<file path="src/shared/chm_pkg.sv">
// Purpose: constants, register map and types of the channel measurement sequencer
// Assumes: 10 MHz clk_i, byte-wide register port driven by the serial interface logic
// Notes: Function
// Function
// - reset selects round robin, monitoring off
// - conversion enable bit starts the measurements
// - order: supply, internal, external/pair, inputs three-eight
// - after input eight wrap to supply
// - single channel bit disables round robin
// - select field picks channel; zero is supply
// - select value one picks internal temperature
// - single mode converts back to back
// - serial access halts, then conversions resume
// - reference powered only while monitoring
// - internal temperature stored twos complement
// - offset register added to internal temperature
// - external temperature is 10-bit twos complement
// - external temperature averaged over 16 samples
// - supply code unsigned 10-bit, stored unchanged
// - diode bias toggles between base and N-fold
// - diode pins: sensor or two analog inputs
// - bit five disables averaging, enabled at reset
// - supply LSBs at 03h, MSBs at 06h
package chm_pkg;

	localparam logic [7:0] ADDR_LSB_INT_VDD = 8'h03;
	localparam logic [7:0] ADDR_LSB_EXT     = 8'h04;
	localparam logic [7:0] ADDR_LSB_AIN     = 8'h05;
	localparam logic [7:0] ADDR_MSB_BASE    = 8'h06;
	localparam logic [7:0] ADDR_MSB_LAST    = 8'h0F;
	localparam logic [7:0] ADDR_CFG1        = 8'h18;
	localparam logic [7:0] ADDR_CFG2        = 8'h19;
	localparam logic [7:0] ADDR_INT_OFFSET  = 8'h1D;

	localparam logic [7:0] CFG1_RESET       = 8'h00;
	localparam logic [7:0] CFG2_RESET       = 8'h00;
	localparam logic [7:0] OFFSET_RESET     = 8'h00;

	localparam int CFG1_EN_BIT      = 0;
	localparam int CFG1_PAIR_BIT    = 3;
	localparam int CFG2_SEL_LSB     = 0;
	localparam int SEL_W            = 4;
	localparam int CFG2_SINGLE_BIT  = 4;
	localparam int CFG2_AVG_DIS_BIT = 5;

	localparam int CODE_W = 10;
	localparam int NUM_CH = 10;

	localparam logic [3:0] CH_VDD  = 4'h0;
	localparam logic [3:0] CH_INT  = 4'h1;
	localparam logic [3:0] CH_EXT  = 4'h2;
	localparam logic [3:0] CH_AIN2 = 4'h3;
	localparam logic [3:0] CH_AIN3 = 4'h4;
	localparam logic [3:0] CH_ANALOG_INPUT_EIGHT = 4'h9;

	localparam int AVG_SAMPLES = 16;
	localparam int AVG_SHIFT   = 4;

	localparam int CLK_PERIOD_NS = 100;
	localparam int BIAS_HALF_NS  = 1000;
	localparam int BIAS_HALF_CYC = (BIAS_HALF_NS + CLK_PERIOD_NS - 1) / CLK_PERIOD_NS;

	typedef enum logic [1:0]
	{
		ST_IDLE  = 2'b00,
		ST_START = 2'b01,
		ST_WAIT  = 2'b11,
		ST_STORE = 2'b10
	} chm_state_type;

endpackage : chm_pkg

</file>
<file path="src/chm_sequencer.sv">
// Purpose: conversion sequencer, result store and configuration registers
// Assumes: serial_busy_i is high for the whole of every serial access
// Notes: the analog converter sits outside; it is started, halted and read here
module chm_sequencer
	import chm_pkg::*;
#(
	parameter int BIAS_CYC = BIAS_HALF_CYC
)
(
	input  wire logic              clk_i,
	input  wire logic              resetn_i,
	input  wire logic              serial_busy_i,
	input  wire logic              reg_wr_i,
	input  wire logic              reg_rd_i,
	input  wire logic [7:0]        reg_addr_i,
	input  wire logic [7:0]        reg_wdata_i,
	output logic [7:0]             reg_rdata_o,
	input  wire logic              adc_done_i,
	input  wire logic [CODE_W-1:0] adc_code_i,
	output logic                   adc_start_o,
	output logic                   adc_halt_o,
	output logic [3:0]             adc_channel_o,
	output logic                   bias_high_o,
	output logic                   ref_power_o
);

	localparam logic [7:0] BIAS_LAST = 8'(BIAS_CYC - 1);

	chm_state_type     state_q;
	chm_state_type     state_d;
	logic [7:0]        cfg1_q;
	logic [7:0]        cfg2_q;
	logic [7:0]        offset_q;
	logic [CODE_W-1:0] res_q [NUM_CH];
	logic [CODE_W-1:0] code_q;
	logic [3:0]        cur_ch_q;
	logic [3:0]        rr_ptr_q;
	logic [7:0]        bias_cnt_q;

	logic              conv_en_w;
	logic              pair_w;
	logic              single_w;
	logic              avg_dis_w;
	logic [SEL_W-1:0]  sel_w;
	logic              go_w;
	logic [3:0]        single_ch_w;
	logic [3:0]        pick_ch_w;
	logic [3:0]        rr_ch_w;
	logic [3:0]        rr_next_w;
	logic              store_w;
	logic              ext_diode_w;
	logic              bias_run_w;
	logic [CODE_W-1:0] int_temp_w;
	logic              avg_valid_w;
	logic [CODE_W-1:0] avg_res_w;
	logic [7:0]        lsb03_w;
	logic [7:0]        lsb04_w;
	logic [7:0]        lsb05_w;
	logic              msb_hit_w;
	logic [3:0]        msb_idx_w;
	logic [7:0]        rdata_d;

	assign conv_en_w = cfg1_q[CFG1_EN_BIT];
	assign pair_w    = cfg1_q[CFG1_PAIR_BIT];
	assign single_w  = cfg2_q[CFG2_SINGLE_BIT];
	assign avg_dis_w = cfg2_q[CFG2_AVG_DIS_BIT];
	assign sel_w     = cfg2_q[CFG2_SEL_LSB +: SEL_W];
	// conversions only while enabled and the serial side is quiet
	assign go_w      = conv_en_w && !serial_busy_i;

	// out-of-range selects fall back to supply; AIN2 means the diode in sensor mode
	assign single_ch_w = (sel_w > CH_ANALOG_INPUT_EIGHT) ? CH_VDD :
	                     ((sel_w == CH_AIN2) && !pair_w) ? CH_EXT : sel_w;
	// pointer may rest on the second analog pin when the pins go back to sensor use
	assign rr_ch_w     = ((rr_ptr_q == CH_AIN2) && !pair_w) ? CH_AIN3 : rr_ptr_q;
	assign pick_ch_w   = single_w ? single_ch_w : rr_ch_w;

	assign rr_next_w = (cur_ch_q == CH_ANALOG_INPUT_EIGHT) ? CH_VDD :
	                   ((cur_ch_q == CH_EXT) && !pair_w) ? CH_AIN3 :
	                   cur_ch_q + 4'h1;

	assign store_w     = (state_q == ST_STORE);
	assign ext_diode_w = (cur_ch_q == CH_EXT) && !pair_w;
	assign bias_run_w  = (state_q == ST_WAIT) && ext_diode_w;
	assign int_temp_w  = code_q + {{(CODE_W - 8){offset_q[7]}}, offset_q};

	always_comb
	begin
		state_d = state_q;
		unique case (state_q)
			ST_IDLE:  state_d = go_w ? ST_START : ST_IDLE;
			ST_START: state_d = go_w ? ST_WAIT : ST_IDLE;
			ST_WAIT:  state_d = !go_w ? ST_IDLE : (adc_done_i ? ST_STORE : ST_WAIT);
			ST_STORE: state_d = go_w ? ST_START : ST_IDLE;
		endcase
	end

	always_ff @(posedge clk_i or negedge resetn_i)
	begin
		if (!resetn_i)
		begin
			state_q       <= ST_IDLE;
			cur_ch_q      <= CH_VDD;
			rr_ptr_q      <= CH_VDD;
			code_q        <= '0;
			adc_start_o   <= 1'b0;
			adc_halt_o    <= 1'b1;
			adc_channel_o <= CH_VDD;
			ref_power_o   <= 1'b0;
		end
		else
		begin
			state_q     <= state_d;
			adc_start_o <= (state_q == ST_START) && go_w;
			adc_halt_o  <= !go_w;
			ref_power_o <= conv_en_w;
			if ((state_q == ST_START) && go_w)
			begin
				cur_ch_q      <= pick_ch_w;
				adc_channel_o <= pick_ch_w;
			end
			if ((state_q == ST_WAIT) && adc_done_i)
				code_q <= adc_code_i;
			// a halted conversion is redone on the same channel
			if (store_w && !single_w)
				rr_ptr_q <= rr_next_w;
		end
	end

	always_ff @(posedge clk_i or negedge resetn_i)
	begin
		if (!resetn_i)
		begin
			bias_cnt_q  <= '0;
			bias_high_o <= 1'b0;
		end
		else if (!bias_run_w)
		begin
			bias_cnt_q  <= '0;
			bias_high_o <= 1'b0;
		end
		else if (bias_cnt_q == BIAS_LAST)
		begin
			bias_cnt_q  <= '0;
			bias_high_o <= !bias_high_o;
		end
		else
		begin
			bias_cnt_q <= bias_cnt_q + 8'h01;
		end
	end

	chm_avg u_avg
	(
		.clk_i       (clk_i),
		.resetn_i    (resetn_i),
		.clear_i     (!conv_en_w || pair_w),
		.bypass_i    (avg_dis_w),
		.in_valid_i  (store_w && ext_diode_w),
		.sample_i    (code_q),
		.out_valid_o (avg_valid_w),
		.result_o    (avg_res_w)
	);

	always_ff @(posedge clk_i or negedge resetn_i)
	begin
		if (!resetn_i)
		begin
			for (int i = 0; i < NUM_CH; i++)
				res_q[i] <= '0;
		end
		else
		begin
			if (avg_valid_w)
				res_q[CH_EXT] <= avg_res_w;
			if (store_w && (cur_ch_q == CH_INT))
				res_q[CH_INT] <= int_temp_w;
			else if (store_w && !ext_diode_w)
				res_q[cur_ch_q] <= code_q;
		end
	end

	always_ff @(posedge clk_i or negedge resetn_i)
	begin
		if (!resetn_i)
		begin
			cfg1_q   <= CFG1_RESET;
			cfg2_q   <= CFG2_RESET;
			offset_q <= OFFSET_RESET;
		end
		else if (reg_wr_i)
		begin
			if (reg_addr_i == ADDR_CFG1)
				cfg1_q <= reg_wdata_i;
			if (reg_addr_i == ADDR_CFG2)
				cfg2_q <= reg_wdata_i;
			if (reg_addr_i == ADDR_INT_OFFSET)
				offset_q <= reg_wdata_i;
		end
	end

	assign lsb03_w = {4'h0, res_q[CH_INT][1:0], res_q[CH_VDD][1:0]};

	genvar g;
	generate
		for (g = 0; g < 4; g++)
		begin : g_lsb
			assign lsb04_w[2*g +: 2] = res_q[CH_EXT + g][1:0];
			assign lsb05_w[2*g +: 2] = res_q[CH_AIN3 + 2 + g][1:0];
		end
	endgenerate

	assign msb_hit_w = (reg_addr_i >= ADDR_MSB_BASE) && (reg_addr_i <= ADDR_MSB_LAST);
	assign msb_idx_w = reg_addr_i[3:0] - ADDR_MSB_BASE[3:0];

	assign rdata_d = msb_hit_w                      ? res_q[msb_idx_w][CODE_W-1:2] :
	                 (reg_addr_i == ADDR_LSB_INT_VDD) ? lsb03_w :
	                 (reg_addr_i == ADDR_LSB_EXT)     ? lsb04_w :
	                 (reg_addr_i == ADDR_LSB_AIN)     ? lsb05_w :
	                 (reg_addr_i == ADDR_CFG1)        ? cfg1_q :
	                 (reg_addr_i == ADDR_CFG2)        ? cfg2_q :
	                 (reg_addr_i == ADDR_INT_OFFSET)  ? offset_q : 8'h00;

	always_ff @(posedge clk_i or negedge resetn_i)
	begin
		if (!resetn_i)
			reg_rdata_o <= 8'h00;
		else if (reg_rd_i)
			reg_rdata_o <= rdata_d;
	end

	// checking aids: last started channel and whether it finished
	logic [3:0] last_ch_q;
	logic       last_done_q;
	logic       last_rr_q;

	always_ff @(posedge clk_i or negedge resetn_i)
	begin
		if (!resetn_i)
		begin
			last_ch_q   <= CH_VDD;
			last_done_q <= 1'b0;
			last_rr_q   <= 1'b0;
		end
		else if (adc_start_o)
		begin
			last_ch_q   <= adc_channel_o;
			last_done_q <= 1'b0;
			last_rr_q   <= !single_w;
		end
		else if (store_w)
		begin
			last_done_q <= 1'b1;
		end
	end
endmodule : chm_sequencer

</file>
<file path="src/chm_avg.sv">
// Purpose: 16-sample averager for signed temperature codes
// Assumes: samples arrive as single-cycle in_valid_i pulses
// Notes: result follows the last sample by one cycle
module chm_avg
	import chm_pkg::*;
#(
	parameter int W       = CODE_W,
	parameter int SAMPLES = AVG_SAMPLES,
	parameter int SHIFT   = AVG_SHIFT
)
(
	input  wire logic                clk_i,
	input  wire logic                resetn_i,
	input  wire logic                clear_i,
	input  wire logic                bypass_i,
	input  wire logic                in_valid_i,
	input  wire logic signed [W-1:0] sample_i,
	output logic                     out_valid_o,
	output logic signed [W-1:0]      result_o
);

	localparam int SW = W + SHIFT;
	localparam logic [SHIFT-1:0] CNT_LAST = SHIFT'(SAMPLES - 1);

	logic signed [SW-1:0] sum_q;
	logic [SHIFT-1:0]     cnt_q;
	logic signed [SW-1:0] sum_next;
	logic                 last_w;

	assign sum_next = sum_q + SW'(sample_i);
	assign last_w   = (cnt_q == CNT_LAST);

	always_ff @(posedge clk_i or negedge resetn_i)
	begin
		if (!resetn_i)
		begin
			sum_q       <= '0;
			cnt_q       <= '0;
			out_valid_o <= 1'b0;
			result_o    <= '0;
		end
		else if (clear_i || (bypass_i && in_valid_i))
		begin
			sum_q       <= '0;
			cnt_q       <= '0;
			// a clear on its own must not publish a raw sample as an average
			out_valid_o <= bypass_i && in_valid_i;
			result_o    <= (bypass_i && in_valid_i) ? sample_i : result_o;
		end
		else if (in_valid_i)
		begin
			// arithmetic shift keeps the twos-complement sign
			sum_q       <= last_w ? '0 : sum_next;
			cnt_q       <= cnt_q + 1'b1;
			out_valid_o <= last_w;
			result_o    <= last_w ? W'(sum_next >>> SHIFT) : result_o;
		end
		else
		begin
			out_valid_o <= 1'b0;
		end
	end
endmodule : chm_avg

</file>
<file path="config.mk">
export PLATFORM = sky130hd
export DESIGN_NAME = chm_sequencer
export DESIGN_NICKNAME = d
export VERILOG_FILES = /design/src/shared/chm_pkg.sv /design/src/chm_sequencer.sv /design/src/chm_avg.sv
export SDC_FILE = /design/constraint.sdc
export NUM_CORES = 1
export LEC_CHECK = 0
export BUFFER_PORTS_ARGS = -buffer_cell sky130_fd_sc_hd__buf_2
export CAP_MARGIN = 40
export CORE_AREA = 2 2 131 133
export DETAILED_ROUTE_END_ITERATION = 12
export DIE_AREA = 0 0 133 135
export PLACE_DENSITY = 0.75
export SYNTH_ARGS = -nofsm -noshare
export SYNTH_HDL_FRONTEND = slang
export SYNTH_SLANG_ARGS = --single-unit
</file>
<file path="constraint.sdc">
create_clock -name clk_i -period 3.2 [get_ports clk_i]
set_input_delay 0.32 -clock clk_i [delete_from_list [all_inputs] [get_ports clk_i]]
set_output_delay 0.32 -clock clk_i [all_outputs]
set_load 0.02 [all_outputs]
</file>
==> qor.yml <==
slew_viol_final: 0
syn-num-nets: 926
fin_crit_sh: 0.834
hold_violations: 0
design_area_um2: 11000
htreeDepth: 4
yosysWarnings: 0
cpPeakStageDelay_ns: 0.54
drt_iter0_markers: 551
chipWidth_um: 133
rr_startpoint: "code_q[1]"
final_nets: 964
crit_chain: "clkinv_1 > fa_1 > nand2b_1 > a21oi_1 > or4_1 > a31oi_2 > o21ai_1 > xor2_1 > a22o_1"
clk_pin_slew_ns: 0.07
p_leak_nw: 5.36
pin_count: 48
place_hpwl_mm: 16.3
status: "complete, no violations"
drv_cap: 0
internal_power_mw: 3.76
power_switching_share: 0.235
fp.coreArea_um2: 16400
slowest_stage: "dfrtp_1"
insertion_delay_ns: 0.43
postSynthAreaPerCell_um2: 11.5
numCtsBuffers: 17
gp_congestion: 0.913
start_kind: "flop"
syn_area_um2: 9910
vias: 6939
max_freq_ghz: 0.375
crit_type: "flop to flop"
synth_flop_cell: "dfrtp_1"
areaGrowthSynthToFinish_pct: 10.8
arrival_ns: 2.99
ant_nets: 0
drc: 0
cts_tree: "yes"
antenna_found_initial: 0
p_seq_frac: 0.505
io_buffers: 47
cts.sinks: 193
p_switching_mw: 1.15
synth_edf_count: 0
grt_util_all_layers: 0.273
fin_skew_ns: 0.00998
wl_per_cell_um: 20.4
viasPerCell: 6.12
worst_pin_slew_ns: 0.814
slew_headroom: 0.453
nFillCells: 1207
yosys.cell_types.count: 67
rsz0062_at_grt: "no"
power_density_nw_per_um2: 448
synthArstFlopShare: 1.00
crit_fanout: 7
start_util: 0.604
antenna-diode-count: 0
clockPowerShare: 0.441
setup_viol: 0
die_y_um: 135
grt_max_degree: 91
synth_seq_area_share: 0.487
worstHoldPathType: "input pin to flop"
fin_setup_tns_ns: 0
overflow: 0
cp_data_required_time_ns: 3.52
rows: 47
finalWirelength_mm: 23.2
syn-instance-count: 862
peakVddDrop_mv: 0.396
ys_ff_latch: 193
cts.root.buffer_cell: "clkbuf_16"
cts_buffer_depth: 2
min_from: "adc_code_i[8]"
drive_above_1_share: 0.176
grt_first_pass_wirelength_mm: 37.7
crit_path_end_kind: "flop"
place_area_um2: 10400
multi_input_area_um2: 4780
min_period_ns: 2.67
die-area_um2: 18000
register_area_um2: 4830
cp-startpoint: "code_q[1]"
first_pass_iters: 6
grt_pass1_vias: 6961
combPwrFrac: 0.054
==> critical path: cells and delay by family (launching register included) <==
kind | cells | cell delay, ns
AO/OA/AOI/OAI | 4 | 0.89
flip-flops | 1 | 0.54
buffers and inverters | 1 | 0.19
AND/OR/NAND/NOR | 2 | 0.38
adder cells (fa/ha/maj) | 1 | 0.45
XOR/XNOR | 1 | 0.11
==> stage by stage <==
step / hold WS [ns] / power (mW) / util / instances / setup slack [ns]
after floorplan: 0.0244 / 2.67 / - / 862 / 0.858
after CTS: 0.109 / 4.95 / 0.669 / 1133 / 0.564
after detailed placement: 0.356 / 2.79 / 0.632 / 1100 / 0.570
after global placement: 0.346 / 2.79 / 0.632 / 1100 / 0.704
final: 0.122 / 4.92 / 0.669 / 1133 / 0.530
after global routing: 0.119 / 5.09 / 0.669 / 1133 / 0.358
==> layout by cell type, fill, tap and decap left out, drive strengths merged, types with 16 or more instances in the layout <==
| cell | instances |
|---|---|
| mux2 | 121 |
| dfrtp | 192 |
| o21ai | 51 |
| buf | 67 |
| nand3 | 16 |
| xnor2 | 19 |
| mux2i | 33 |
| nand2 | 59 |
| a21oi | 44 |
| clkbuf | 20 |
| ha | 30 |
| inv | 25 |
| nor2 | 54 |
==> timing repair <==
action / in CTS / in global routing
setup endpoints to repair: 0 / 0
hold buffers: 1 / 0
setup buffers: 0 / 0
endpoints found under the hold margin: 68 / 0
gates resized for setup: 0 / 0
==> kinds of logic (layout without fill, tap and decap cells) <==
group,Yosys count,after routing,synth area share
DFF,193,193,0.487
AOI/OAI and AO/OA,185,185,0.120
buffers and inverters,69,120,0.0309
xor gates and xnor gates,33,33,0.0292
muxes,168,168,0.203
and+or+nand+nor,182,182,0.0882
adders and majority gates,32,32,0.0419
==> state kept, by name, indices dropped and copies added, names as in the netlist, 4 cells and up <==
name	flops
cfg1_q	8
u_avg.result_o	10
lsb05_w	8
bias_cnt_q	8
cfg2_q	8
u_avg.sum_q	14
code_q	10
offset_q	8
res_q	80
cur_ch_q	4
lsb03_w	4
lsb04_w	8
rr_ptr_q	4
u_avg.cnt_q	4
reg_rdata_o	8
==> path summary, 6_finish.rpt <==
path,endpoint,slack [ns],depth (start not counted)
setup reg to reg,u_avg.sum_q[12],0.53,9
hold reg to reg,cfg2_q[6],0.48,1
setup / recovery,u_avg.sum_q[12],0.53,9
max in group asynchronous,res_q[98],1.85,3
min in group asynchronous,cfg2_q[2],0.44,2
hold / removal,code_q[8],0.12,2
==> synth_stat cells (all sizes together) (3+ instances only) <==
cell type	count	area [um2]
and3	4	25.0
ha	30	375
o21ai	51	259
mux4	14	315
xnor2	19	166
nor3	10	60.1
buf	23	134
o21bai	8	60.1
a21oi	44	224
o22ai	10	68.8
nor2	54	208
nand2	59	221
o31ai	4	30.0
a22oi	11	82.6
o221ai	4	35.0
clkbuf	27	101
a31oi	8	56.3
mux2	121	1360
nor2b	8	50.1
dfrtp	192	4800
a2bb2oi	3	26.3
nand2b	8	50.1
mux2i	33	330
nand4	6	37.5
inv	18	67.6
a21o	12	90.1
xor2	14	123
a211oi	4	30.0
nand3	16	80.1
o211ai	5	37.5
a22o	10	87.6
==> per-layer routing <==
metal | share of wire | wire [um] | track usage
met3 | 0.044 | 1030 | 0.0383
met1 | 0.44 | 10100 | 0.367
met4 | 0.027 | 624 | 0.0986
met5 | 0 | 0 | 0
met2 | 0.49 | 11400 | 0.458
==> final cells by class <==
class	count	area share
clock buffers	19	0.0413
clock inverters	13	0.0136
inverters	19	0.00650
multi-input cells	600	0.435
flip-flops and latches	193	0.440
well taps	220	0.0251
repair buffers	69	0.0386
==> power by group through the flow <==
stage | logic, mW | registers [mW] | clock network, mW
3_3_place_gp | 0.257 | 2.53 | 0
4_1_cts | 0.266 | 2.48 | 2.20
2_1_floorplan | 0.142 | 2.53 | 0
3_5_place_dp | 0.262 | 2.53 | 0
5_1_grt | 0.292 | 2.49 | 2.31
6_report | 0.265 | 2.49 | 2.17
Note: power is estimated with default switching activity, not from simulation.
